===== config.mk =====
export PLATFORM = sky130hd
export DESIGN_NAME = xbin
export DESIGN_NICKNAME = d
export VERILOG_FILES = /design/src/logic/xbin.v
export VERILOG_INCLUDE_DIRS = /design/src /design/src/logic
export SDC_FILE = /design/constraint.sdc
export NUM_CORES = 1
export LEC_CHECK = 0
export BUFFER_PORTS_ARGS = -buffer_cell sky130_fd_sc_hd__buf_2
export CORE_ASPECT_RATIO = 0.6
export CORE_MARGIN = 2
export CORE_UTILIZATION = 40
export CTS_BUF_LIST = sky130_fd_sc_hd__clkbuf_4 sky130_fd_sc_hd__clkbuf_8
export CTS_CLUSTER_DIAMETER = 30
export DETAILED_ROUTE_END_ITERATION = 10
export PLACE_DENSITY_LB_ADDON = 0.3
export SLEW_MARGIN = 10
export SYNTH_ARGS = -nofsm -noshare
export SYNTH_HDL_FRONTEND = slang
export SYNTH_SLANG_ARGS = --single-unit

===== constraint.sdc =====
create_clock -name ref_clk -period 1.9 [get_ports ref_clk]
set_input_delay 0.19 -clock ref_clk [delete_from_list [all_inputs] [get_ports ref_clk]]
set_output_delay 0.19 -clock ref_clk [all_outputs]
set_load 0.005 [all_outputs]

===== src/logic/xbin_regs.vh =====
`ifndef XBIN_REGS_VH
`define XBIN_REGS_VH

// ==========================================
// register byte addresses
`define XBIN_TIM1_ADDR 32'h4050003c
`define XBIN_TIM2_ADDR 32'h40500040
`define XBIN_CAP0_ADDR 32'h40500044
`define XBIN_CAP1_ADDR 32'h40500048
`define XBIN_CAP2_ADDR 32'h4050004c
`define XBIN_CAP3_ADDR 32'h40500050
`define XBIN_ECLK_ADDR 32'h40500054

// ==========================================
// field widths and reset values
`define XBIN_SEL2_W 2
`define XBIN_SEL3_W 3
`define XBIN_SEL2_RST 2'h0
`define XBIN_SEL3_RST 3'h0

// ==========================================
// select codes
`define XBIN_C2_ZERO 2'h0
`define XBIN_C2_ONE 2'h1
`define XBIN_C2_TWO 2'h2
`define XBIN_C2_THREE 2'h3
`define XBIN_C3_ZERO 3'h0
`define XBIN_C3_ONE 3'h1
`define XBIN_C3_TWO 3'h2

`endif


===== src/logic/xbin.v =====
`timescale 1ns/1ps
`include "xbin_regs.vh"

// ==========================================
// one select field, loaded by its own decoded strobe
module xbin_sel_reg #(
  parameter W = 2,
  parameter [W-1:0] RST = {W{1'b0}}
) (
  input wire ref_clk,
  input wire resetn,
  input wire load,
  input wire [W-1:0] d,
  output reg [W-1:0] q
);

  always @(posedge ref_clk or negedge resetn) begin
    if (!resetn) begin
      q <= RST;
    end else if (load) begin
      q <= d;
    end
  end

endmodule

module xbin (
  input wire ref_clk,
  input wire resetn,
  input wire ce,
  input wire [31:0] addr,
  input wire [31:0] wdata,
  input wire wr,
  input wire rd,
  output reg [31:0] rdata,
  input wire [5:0] pa_in,
  input wire [7:0] pb_in,
  input wire [4:0] pc_in,
  input wire [2:0] capture2_pin,
  output reg timer1_count_input,
  output reg timer2_count_input,
  output reg capture0_input,
  output reg capture1_input,
  output reg capture2_input,
  output reg capture3_input,
  output reg external_clock_input
);

  // ==========================================
  // select registers
  wire [1:0] timer1_count_input_select;
  wire [1:0] timer2_count_input_select;
  wire [1:0] capture0_input_select;
  wire [1:0] capture1_input_select;
  wire [1:0] capture2_input_select;
  wire [1:0] capture3_input_select;
  wire [2:0] external_clock_input_select;

  wire wr_en;
  wire rd_en;

  assign wr_en = wr & ce;
  assign rd_en = rd & ce;

  // ==========================================
  // address decode, one hit per select register
  wire hit_tim1;
  wire hit_tim2;
  wire hit_cap0;
  wire hit_cap1;
  wire hit_cap2;
  wire hit_cap3;
  wire hit_eclk;

  assign hit_tim1 = (addr == `XBIN_TIM1_ADDR);
  assign hit_tim2 = (addr == `XBIN_TIM2_ADDR);
  assign hit_cap0 = (addr == `XBIN_CAP0_ADDR);
  assign hit_cap1 = (addr == `XBIN_CAP1_ADDR);
  assign hit_cap2 = (addr == `XBIN_CAP2_ADDR);
  assign hit_cap3 = (addr == `XBIN_CAP3_ADDR);
  assign hit_eclk = (addr == `XBIN_ECLK_ADDR);

  // every field starts at code zero, so all routed inputs sit low
  // one field module per register keeps load and reset paths identical
  xbin_sel_reg #(.W(`XBIN_SEL2_W), .RST(`XBIN_SEL2_RST)) u_tim1 (
    .ref_clk(ref_clk),
    .resetn(resetn),
    .load(wr_en & hit_tim1),
    .d(wdata[`XBIN_SEL2_W-1:0]),
    .q(timer1_count_input_select)
  );

  xbin_sel_reg #(.W(`XBIN_SEL2_W), .RST(`XBIN_SEL2_RST)) u_tim2 (
    .ref_clk(ref_clk),
    .resetn(resetn),
    .load(wr_en & hit_tim2),
    .d(wdata[`XBIN_SEL2_W-1:0]),
    .q(timer2_count_input_select)
  );

  xbin_sel_reg #(.W(`XBIN_SEL2_W), .RST(`XBIN_SEL2_RST)) u_cap0 (
    .ref_clk(ref_clk),
    .resetn(resetn),
    .load(wr_en & hit_cap0),
    .d(wdata[`XBIN_SEL2_W-1:0]),
    .q(capture0_input_select)
  );

  xbin_sel_reg #(.W(`XBIN_SEL2_W), .RST(`XBIN_SEL2_RST)) u_cap1 (
    .ref_clk(ref_clk),
    .resetn(resetn),
    .load(wr_en & hit_cap1),
    .d(wdata[`XBIN_SEL2_W-1:0]),
    .q(capture1_input_select)
  );

  xbin_sel_reg #(.W(`XBIN_SEL2_W), .RST(`XBIN_SEL2_RST)) u_cap2 (
    .ref_clk(ref_clk),
    .resetn(resetn),
    .load(wr_en & hit_cap2),
    .d(wdata[`XBIN_SEL2_W-1:0]),
    .q(capture2_input_select)
  );

  xbin_sel_reg #(.W(`XBIN_SEL2_W), .RST(`XBIN_SEL2_RST)) u_cap3 (
    .ref_clk(ref_clk),
    .resetn(resetn),
    .load(wr_en & hit_cap3),
    .d(wdata[`XBIN_SEL2_W-1:0]),
    .q(capture3_input_select)
  );

  xbin_sel_reg #(.W(`XBIN_SEL3_W), .RST(`XBIN_SEL3_RST)) u_eclk (
    .ref_clk(ref_clk),
    .resetn(resetn),
    .load(wr_en & hit_eclk),
    .d(wdata[`XBIN_SEL3_W-1:0]),
    .q(external_clock_input_select)
  );

  // ==========================================
  // read port, data valid in the cycle after the strobe, then cleared on the next enabled cycle; held while ce is low
  reg [31:0] next_rdata;

  always @* begin
    next_rdata = 32'h0;
    case (addr)
      `XBIN_TIM1_ADDR: begin
        next_rdata = {30'h0, timer1_count_input_select};
      end
      `XBIN_TIM2_ADDR: begin
        next_rdata = {30'h0, timer2_count_input_select};
      end
      `XBIN_CAP0_ADDR: begin
        next_rdata = {30'h0, capture0_input_select};
      end
      `XBIN_CAP1_ADDR: begin
        next_rdata = {30'h0, capture1_input_select};
      end
      `XBIN_CAP2_ADDR: begin
        next_rdata = {30'h0, capture2_input_select};
      end
      `XBIN_CAP3_ADDR: begin
        next_rdata = {30'h0, capture3_input_select};
      end
      `XBIN_ECLK_ADDR: begin
        next_rdata = {29'h0, external_clock_input_select};
      end
      default: begin
        next_rdata = 32'h0;
      end
    endcase
  end

  always @(posedge ref_clk or negedge resetn) begin
    if (!resetn) begin
      rdata <= 32'h0;
    end else if (ce) begin
      if (rd_en) begin
        rdata <= next_rdata;
      end else begin
        rdata <= 32'h0;
      end
    end
  end

  // ==========================================
  // routing
  // the muxes stay combinational: a flop here would add a cycle of
  // latency to count and clock edges and could not pass a fast clock
  always @* begin
    case (timer1_count_input_select)
      `XBIN_C2_ONE: begin
        timer1_count_input = pa_in[4];
      end
      `XBIN_C2_TWO: begin
        timer1_count_input = pb_in[4];
      end
      `XBIN_C2_THREE: begin
        timer1_count_input = pc_in[4];
      end
      default: begin
        timer1_count_input = 1'b0;
      end
    endcase
  end

  // the port logic may still drive pb3; software keeps it quiet
  always @* begin
    case (timer2_count_input_select)
      `XBIN_C2_TWO: begin
        timer2_count_input = pb_in[3];
      end
      default: begin
        timer2_count_input = 1'b0;
      end
    endcase
  end

  // routed capture pins are not isolated from port logic
  always @* begin
    case (capture0_input_select)
      `XBIN_C2_ONE: begin
        capture0_input = pa_in[5];
      end
      `XBIN_C2_TWO: begin
        capture0_input = pb_in[2];
      end
      default: begin
        capture0_input = 1'b0;
      end
    endcase
  end

  always @* begin
    case (capture1_input_select)
      `XBIN_C2_ONE: begin
        capture1_input = pa_in[0];
      end
      `XBIN_C2_TWO: begin
        capture1_input = pb_in[0];
      end
      default: begin
        capture1_input = 1'b0;
      end
    endcase
  end

  // capture2 candidates arrive as a small pin group chosen at top level
  always @* begin
    case (capture2_input_select)
      `XBIN_C2_ONE: begin
        capture2_input = capture2_pin[0];
      end
      `XBIN_C2_TWO: begin
        capture2_input = capture2_pin[1];
      end
      `XBIN_C2_THREE: begin
        capture2_input = capture2_pin[2];
      end
      default: begin
        capture2_input = 1'b0;
      end
    endcase
  end

  always @* begin
    case (capture3_input_select)
      `XBIN_C2_ONE: begin
        capture3_input = pc_in[0];
      end
      default: begin
        capture3_input = 1'b0;
      end
    endcase
  end

  // glitches here reach the clock block directly; change it only while
  // the clock block is not using the pin source
  always @* begin
    case (external_clock_input_select)
      `XBIN_C3_ONE: begin
        external_clock_input = pa_in[3];
      end
      `XBIN_C3_TWO: begin
        external_clock_input = pc_in[1];
      end
      default: begin
        external_clock_input = 1'b0;
      end
    endcase
  end

endmodule


==> summary.txt, run 1 <==
status: finished, final reports clean
skew final: 1.39 ps
Post-Route WL: 3440 um
Die ar.: 4490 um^2
reg2reg start: u_cap0.q[1]
Worst EP arrival: 1620 ps
Area after DPL: 1860 um^2
Worst R2R Path Depth: 4
number of core rows: 17
flops & latches, synth: 18
Internal: 627 uW
top post-synthesis cells by area: dfrtp_1 28%, buf_4 14%, mux2_2 10%, nor4_4 6.7%, nor4b_4 4.5%
ratio of cells with drive above 1 in the final layout: 44.8%
largest net degree at the start of global routing: 19
Total GRT Usage: 16.7%
GR Util met1: 23.4%
sequential group share of total power: 45.9%
Seq/Total Area, Yosys: 28.5%
Top delay family on crit path: simple AND/OR/NAND/NOR gates
die height: 52.7 um
DRT Pass-1 Iters: 4
Global Route met3 Usage: 4.72%
Placer Congestion: 0.925
Core Area: 3720 um^2
Critical Setup Path Class: input pin to flip-flop
Nets: 317
worst skew pair latency: 260 ps
Mapped Area: 1580 um^2
Hold Path Sink: u_eclk.q[2]
initial core utilization: 42.5%
EDFF count, synth: 0
final setup TNS: 0 ps
drt wl/cell: 12.8 um
Compound-Gate Fraction of Synth Area: 7.35%
Post-DP HPWL: 2870 um
dominant synthesized flop cell: dfrtp_1
clock share of power: 37.7%
H-tree depth: 1
min Tclk post-route: 1480 ps
Util after Layout: 51.8%
CP Buf/Inv Count: 2
FFs w/ async S/R, synth: 100%
P&R area growth vs syn: 21.8%
Vias/cell: 5.03
Cells on Worst Hold Path: 2
peak supply drop: 0.230 mV
Hold Path Origin: wdata[2]
GRT busiest layer: met2
yosys warns: 0
CP max FO: 7
Slew Limit Fails: 0
worst path cell trace: buf_2 -> nor4_2 -> nand4_2 -> buf_4 -> nor4b_4 -> mux2_1
Psw: 207 uW
Tcrit/Tclk final: 78.0%
Gate Count Post-Synth: 151
RSZ-0062 raised after global routing: false
area fraction of the dominant cell type after synthesis: 28.5%
antenna violations before repair: 0
min-delay worst type: input pin to flip-flop
Sw Ratio: 24.9%
R2R Setup Slk: 590 ps
Post-Synth Adder-Cell Area: 3.16%
Max clock buf depth: 2
r2r endpoint: rdata[1]
largest area contributor in the netlist: dfrtp_1
Root Buffer: clkbuf_8
1st-iter DRT viols: 82
DRC viols: 0
post-synthesis mux area share: 13.4%
TritonCTS clock tree: built
P_leak: 0.000969 uW
clk slew on worst S/H paths: 70 ps
Design Power: 834 uW
Resize count post-CTS: 0
Max Clk Rate: 675 MHz
first-pass GRT wire length: 5700 um
startpoint types: input pin
Num CTS Buffers: 3
Post-Synth XOR/XNOR Area: 0%
DR vias: 1347
Port Buf Inserts: 63
met2 usage: 24.9%
final setup fails: 0
Critical Path End Type: flip-flop
largest family of logic cells by synthesized area: simple AND/OR/NAND/NOR gates
max_cap viols: 0
CP Data Required Time: 2040 ps
Netlist cell types: 39
clock sinks: 18
Final ANT Viol Nets: 0
# IOs: 130
Final Cell Area: 1930 um^2
Final Hold Vio Count: 0
number of global-route vias before repair: 1231
Crit-path slowest cell: mux2_1
Synth Area in Simple Gates: 31.8%
max incr delay on CP: 350 ps
diode count: 0
syn_area_per_cell: 10.5 um^2
Cell Pwr Density: 433 nW/um^2
Die X: 85.2 um
combinational fraction of design power: 16.4%
grt total ovfl: 0
## state kept, by name, indices dropped and copies added (netlist names)
| name | cells |
|---|---|
| u_cap1.q | 2 |
| u_cap2.q | 2 |
| u_tim1.q | 2 |
| u_eclk.q | 3 |
| u_cap0.q | 2 |
| rdata | 3 |
| u_tim2.q | 2 |
| u_cap3.q | 2 |
## Yosys cell counts, drive strengths merged, types with 3 or more instances
master	n
buf	30
dfrtp	18
ha	4
inv	5
mux2	17
nand2	10
nand3	8
nand4	4
nor2	8
nor2b	4
nor4	7
nor4b	6
o21ai	3
## metal layers
metal | up-vias | routed length, um
met1 | 628 | 1630
met3 | 4 | 385
met4 | 0 | 28
met2 | 73 | 1400
li1 | 642 | -
met5 | - | 0
## placed cells by master (no fill, tap or decap), types with 2 or more instances in the layout
cell	n
a22oi_1	2
nor4b_2	2
nor4b_4	3
mux2_2	14
nor4_4	5
a221o_1	2
nor2_1	8
buf_2	63
dfrtp_1	18
buf_4	4
conb_1	29
o21ai_0	2
mux2i_1	2
nor3_1	2
a211oi_1	2
and4_1	2
nand4_1	3
and2_1	2
inv_1	5
ha_1	4
a2bb2oi_1	2
nand3b_1	2
o32a_1	2
clkbuf_8	4
mux2_1	3
nand3_1	7
nand2_1	10
nor2b_1	4
## through the flow
stage,setup slack (ps),std cells,hold slack [ps]
5_1_grt,341,268,163
4_1_cts,406,268,167
3_5_place_dp,133,263,149
6_report,419,268,167
2_1_floorplan,311,179,-106
3_3_place_gp,127,263,148
## cell families after synthesis
group	count (synthesis)
other cells	1
flops	18
mux	19
fa+ha+maj	4
buf+inv	35
simple gates	59
compound gates	15
## power groups by stage
stage                     clock network (uW)  registers (uW)  logic (uW)
after detailed placement                   0             390         135
after CTS                                327             383         137
after floorplan                            0             390        88.1
final                                    314             383         137
after global routing                     353             383         154
after global placement                     0             390         133
## timing repair
item	CTS	global route
hold endpoints to repair	18	0
buffers inserted	0	0
hold buffers	1	0
## worst max-delay path by stage
stage              from     endpoint  slack, ps  cells after the start
2_1_floorplan   addr[7]  u_cap3.q[0]        310                      5
3_5_place_dp   addr[26]  u_eclk.q[0]        130                      5
4_1_cts         addr[8]  u_tim1.q[1]        410                      6
5_1_grt        addr[13]  u_tim2.q[0]        340                      6
6_report        addr[8]  u_tim1.q[1]        420                      6
3_3_place_gp    addr[8]  u_cap3.q[0]        130                      6
## area by class of cell
class                      count  area [um^2]
clock buffer                   4         55.1
fill                         344         1790
multi-input combinational    126          990
inverter                       5         18.8
timing repair buffer          68          355
sequential                    18          450
tap                           47         58.8
Power figures use the tool's default switching activity.
==> run 2: changes to the inputs <==
==> constraint.sdc (replaced) <==
create_clock -name ref_clk -period 1.4 [get_ports ref_clk]
set_input_delay 0.14 -clock ref_clk [delete_from_list [all_inputs] [get_ports ref_clk]]
set_output_delay 0.14 -clock ref_clk [all_outputs]
set_load 0.005 [all_outputs]
==> summary.txt, run 2 (same netlist as run 1, synthesis figures left out) <==
Util after Layout: 60.5% (was 51.8%)
H-tree depth: 1 (unchanged)
Die ar.: 4490 um^2 (unchanged)
first-pass GRT wire length: 6120 um (was 5700 um)
# IOs: 130 (unchanged)
Placer Congestion: 0.843 (was 0.925)
min-delay worst type: input pin to flip-flop (unchanged)
DRT Pass-1 Iters: 4 (unchanged)
pre-CTS WS: -291 ps (was 133 ps)
ratio of cells with drive above 1 in the final layout: 54.2% (was 44.8%)
clock sinks: 18 (unchanged)
Final ANT Viol Nets: 0 (unchanged)
largest net degree at the start of global routing: 19 (unchanged)
worst skew pair latency: 250 ps (was 260 ps)
commonest non-fill, non-tap cells in the layout: 58 x buf_2, 29 x conb_1, 22 x buf_4, 18 x dfrtp_1, 10 x mux2_4 (was 63 x buf_2, 29 x conb_1, 18 x dfrtp_1, 14 x mux2_2, 10 x nand2_1)
P&R area growth vs syn: 42.2% (was 21.8%)
status: finished, final reports clean (unchanged)
grt total ovfl: 0 (unchanged)
Worst EP arrival: 1520 ps (was 1620 ps)
antenna violations before repair: 0 (unchanged)
diode count: 0 (unchanged)
Post-DP HPWL: 3080 um (was 2870 um)
Slew Limit Fails: 0 (unchanged)
drt wl/cell: 13.4 um (was 12.8 um)
number of core rows: 17 (unchanged)
min Tclk post-route: 1380 ps
Critical Path End Type: flip-flop (unchanged)
startpoint types: input pin (unchanged)
clk slew on worst S/H paths: 70 ps (about the same)
Num CTS Buffers: 3 (unchanged)
Critical Setup Path Class: input pin to flip-flop (unchanged)
Nets: 337 (was 317)
Core Area: 3720 um^2 (unchanged)
RSZ-0062 raised after global routing: true (was false)
Max clock buf depth: 2 (unchanged)
CP max FO: 7 (unchanged)
die height: 52.7 um (unchanged)
1st-iter DRT viols: 52 (was 82)
peak supply drop: 0.393 mV (was 0.230 mV)
Worst R2R Path Depth: 4 (unchanged)
r2r endpoint: rdata[0] (was rdata[1])
Design Power: 1120 uW (was 834 uW)
Port Buf Inserts: 63 (unchanged)
number of global-route vias before repair: 1311 (was 1231)
Hold Path Origin: wdata[2] (unchanged)
R2R Setup Slk: 70 ps (was 590 ps)
Die X: 85.2 um (unchanged)
final setup TNS: 0 ps (unchanged)
CP Launch Point: addr[27] (was addr[8])
Post-Route WL: 3860 um (was 3440 um)
Max Clk Rate: 726 MHz
Final Hold Vio Count: 0 (unchanged)
skew final: 2.08 ps (was 1.39 ps)
Tcrit/Tclk final: 98.4%
PnR worst setup slack: 22.9 ps (was 419 ps)
Hold Path Sink: u_eclk.q[2] (unchanged)
DRC viols: 0 (unchanged)
Largest regs: rdata x3, u_eclk.q x3 (unchanged)
TritonCTS clock tree: built (unchanged)
DR vias: 1397 (was 1347)
reg2reg start: u_cap0.q[0] (was u_cap0.q[1])
final setup fails: 0 (unchanged)
Cells on Worst Hold Path: 2 (unchanged)
Total GRT Usage: 17.7% (was 16.7%)
initial core utilization: 42.5% (unchanged)
Cell Pwr Density: 499 nW/um^2 (was 433 nW/um^2)
Vias/cell: 4.87 (was 5.03)
leading cell type in the layout, fill and taps excluded: buf_2 (unchanged)
max_cap viols: 0 (unchanged)
P_leak: 0.00115 uW (was 0.000969 uW)
Root Buffer: clkbuf_8 (unchanged)
CP Data Required Time: 1540 ps (was 2040 ps)
## run 2: repair_timing
action / 4_1_cts / 5_1_grt
pin swaps: 4 / 3
hold buffers: 1 / 0
endpoints found under the setup margin: 9 / 19
buffers inserted: 2 / 2
resized for setup: 2 / 21
hold endpoints to repair: 18 / 0
## run 2: cell type report
class                           instances  area, um^2
Fill cell                             320        1470
Multi-Input combinational cell        126        1130
Timing Repair Buffer                   88         548
Sequential cell                        18         450
Tap cell                               47        58.8
Clock buffer                            3        41.3
Inverter                                5        18.8
## run 2: critical path: stages
cell and delay (ps):
buf_6 90, nor4b_4 330, nand3_4 230, nor4b_4 370, mux2_1 340
## run 2: worst max-delay path by stage
| stage | to | cells after the start |
|---|---|---|
| 6_report | u_tim1.q[0] | 5 |
| 5_1_grt | capture0_input | 4 |
| 3_5_place_dp | u_tim1.q[1] | 5 |
| 3_3_place_gp | u_eclk.q[2] | 5 |
| 4_1_cts | u_tim1.q[1] | 5 |
| 2_1_floorplan | u_cap3.q[0] | 4 |
## run 2: where the power goes
group          switching, uW  total [uW]  internal (uW)
sequential        0.00000172         520            520
clock                    173         364            191
combinational            122         239            117
## run 2: stage by stage
step	std cells	hold WS, ps	cell area [um^2]
6_report	287	115	2250
3_5_place_dp	279	106	2060
2_1_floorplan	179	-156	1770
5_1_grt	287	122	2250
4_1_cts	285	113	2140
3_3_place_gp	279	91.1	2060
## run 2: metal layers
layer  part of all wire, %  up-vias  track usage [%]
met5                     0        -                0
met4                  0.26        0             2.38
met3                   7.0        3             3.94
met2                    46       51             29.0
met1                    47      666             24.4
li1                      -      677                -
==> run 3: changes to the inputs <==
--- a/config.mk
+++ b/config.mk
@@ -13,7 +13,9 @@
 export CTS_BUF_LIST = sky130_fd_sc_hd__clkbuf_4 sky130_fd_sc_hd__clkbuf_8
 export CTS_CLUSTER_DIAMETER = 30
 export DETAILED_ROUTE_END_ITERATION = 10
+export HOLD_SLACK_MARGIN = 0.12
 export PLACE_DENSITY_LB_ADDON = 0.3
+export REMOVE_ABC_BUFFERS = 1
 export SLEW_MARGIN = 10
 export SYNTH_ARGS = -nofsm -noshare
 export SYNTH_HDL_FRONTEND = slang
==> summary.txt, run 3 (same netlist as run 1, synthesis figures left out) <==
status: finished, violations left (was finished, final reports clean)
violated checks: setup timing
Largest regs: rdata x3, u_eclk.q x3 (unchanged)
Max clock buf depth: 2 (unchanged)
P_leak: 0.00115 uW (about the same)
antenna violations before repair: 0 (unchanged)
commonest non-fill, non-tap cells in the layout: 55 x buf_2, 29 x conb_1, 22 x buf_4, 18 x dfrtp_1, 13 x mux2_4 (was 58 x buf_2, 29 x conb_1, 22 x buf_4, 18 x dfrtp_1, 10 x mux2_4)
Num CTS Buffers: 3 (unchanged)
R2R Setup Slk: 100 ps (was 70 ps)
Die ar.: 4490 um^2 (unchanged)
worst skew pair latency: 260 ps (was 250 ps)
initial core utilization: 42.5% (unchanged)
fill cell count: 334 (was 320)
final setup fails: 11 (was 0)
Final Cell Area: 2290 um^2 (was 2250 um^2)
min Tclk post-route: 1470 ps (was 1380 ps)
Worst R2R Path Depth: 3 (was 4)
number of global-route vias before repair: 1219 (was 1311)
grt total ovfl: 0 (unchanged)
Tcrit/Tclk final: 105% (was 98.4%)
leading cell type in the layout, fill and taps excluded: buf_2 (unchanged)
number of core rows: 17 (unchanged)
Final ANT Viol Nets: 0 (unchanged)
Critical Path End Type: flip-flop (unchanged)
skew final: 5.55 ps (was 2.08 ps)
PnR worst setup slack: -69.9 ps (was 22.9 ps)
clock sinks: 18 (unchanged)
Cell Pwr Density: 493 nW/um^2 (was 499 nW/um^2)
CP Launch Point: addr[9] (was addr[27])
Placer Congestion: 0.797 (was 0.843)
Root Buffer: clkbuf_8 (unchanged)
final setup TNS: -306 ps (was 0 ps)
Area after DPL: 1980 um^2 (was 2060 um^2)
Critical Setup Path Class: input pin to flip-flop (unchanged)
Port Buf Inserts: 63 (unchanged)
Slew Limit Fails: 0 (unchanged)
DRT Pass-1 Iters: 4 (unchanged)
TritonCTS clock tree: built (unchanged)
H-tree depth: 1 (unchanged)
RSZ-0062 raised after global routing: true (unchanged)
clk slew on worst S/H paths: 70 ps (about the same)
# IOs: 130 (unchanged)
diode count: 0 (unchanged)
CP Data Required Time: 1540 ps (about the same)
Post-Route WL: 4260 um (was 3860 um)
first-pass GRT wire length: 5670 um (was 6120 um)
Nets: 339 (was 337)
1st-iter DRT viols: 50 (was 52)
min-delay worst type: input pin to flip-flop (unchanged)
r2r endpoint: rdata[0] (unchanged)
Max Clk Rate: 680 MHz (was 726 MHz)
worst hold slack: 229 ps (was 115 ps)
largest net degree at the start of global routing: 19 (unchanged)
peak supply drop: 0.310 mV (was 0.393 mV)
max_cap viols: 0 (unchanged)
Total GRT Usage: 16.4% (was 17.7%)
Die X: 85.2 um (unchanged)
drt wl/cell: 14.7 um (was 13.4 um)
startpoint types: input pin (unchanged)
CP max FO: 6 (was 7)
DR vias: 1441 (was 1397)
P&R area growth vs syn: 44.7% (was 42.2%)
Worst Setup EP: u_eclk.q[2] (was u_tim1.q[0])
ratio of cells with drive above 1 in the final layout: 53.7% (was 54.2%)
die height: 52.7 um (unchanged)
Core Area: 3720 um^2 (unchanged)
Final Hold Vio Count: 0 (unchanged)
Vias/cell: 4.99 (was 4.87)
Post-DP HPWL: 3070 um (was 3080 um)
DRC viols: 0 (unchanged)
Worst EP arrival: 1610 ps (was 1520 ps)
reg2reg start: u_tim1.q[0] (was u_cap0.q[0])
[run 3: cell types whose count changed in the layout (fill, tap and decap cells not counted), moves of 2 or more]
| cell | delta |
|---|---|
| buf_12 | +2 |
| buf_6 | +2 |
| buf_2 | -3 |
| mux2_4 | +3 |
| mux2_1 | -3 |
[run 3: layout make-up]
type	count	area, um^2	area share [%]
clock buffers	3	41.3	1.80
inverters	5	18.8	0.820
multi-input cells	126	1100	48.3
flip-flops and latches	18	450	19.7
well taps	47	58.8	2.57
repair buffers	90	616	26.9
[run 3: per-layer routing]
metal | global-route usage (%) | part of all wire [%] | up-vias | wire length, um
met2 | 26.3 | 45 | 77 | 1930
met3 | 3.94 | 9.4 | 2 | 401
met1 | 23.3 | 45 | 678 | 1920
met5 | 0 | 0 | - | 0
li1 | - | - | 684 | -
met4 | 1.59 | 0.35 | 0 | 15
[run 3: worst min-delay path by stage]
stage	to	from	slack [ps]	depth (start not counted)
after floorplan	rdata[0]	resetn	-160	0
after global routing	rdata[2]	ce	260	3
after detailed placement	u_cap1.q[1]	resetn	100	1
after CTS	u_eclk.q[2]	wdata[2]	120	2
after global placement	u_cap1.q[1]	resetn	100	1
final	rdata[2]	ce	230	3
[run 3: repair_timing]
item	in CTS	in global routing
hold buffers	1	1
resized for setup	0	33
pin swaps	3	13
hold endpoints to repair	18	1
gates cloned	0	1
setup endpoints to repair	17	20
setup buffers	3	5
[run 3: per-stage QoR]
step	power (uW)	cells	util, %	setup WS [ps]
final	1130	289	61.5	-69.9
after global routing	1180	289	61.5	-140
after CTS	1100	282	55.1	-48.3
after detailed placement	741	275	53.1	-335
after global placement	737	275	53.1	-309
after floorplan	591	149	-	-317
[run 3: worst max-delay path, cell delays in order]
cell,delay [ps]
buf_2,110
nor4b_4,250
nand4_2,180
buf_12,190
nor4_4,260
buf_4,180
mux2_4,290
[run 3: power by group]
group          switching [uW]  internal (uW)
Clock                     174            192
Combinational             121            122
Sequential         0.00000172            520
Total                     295            833
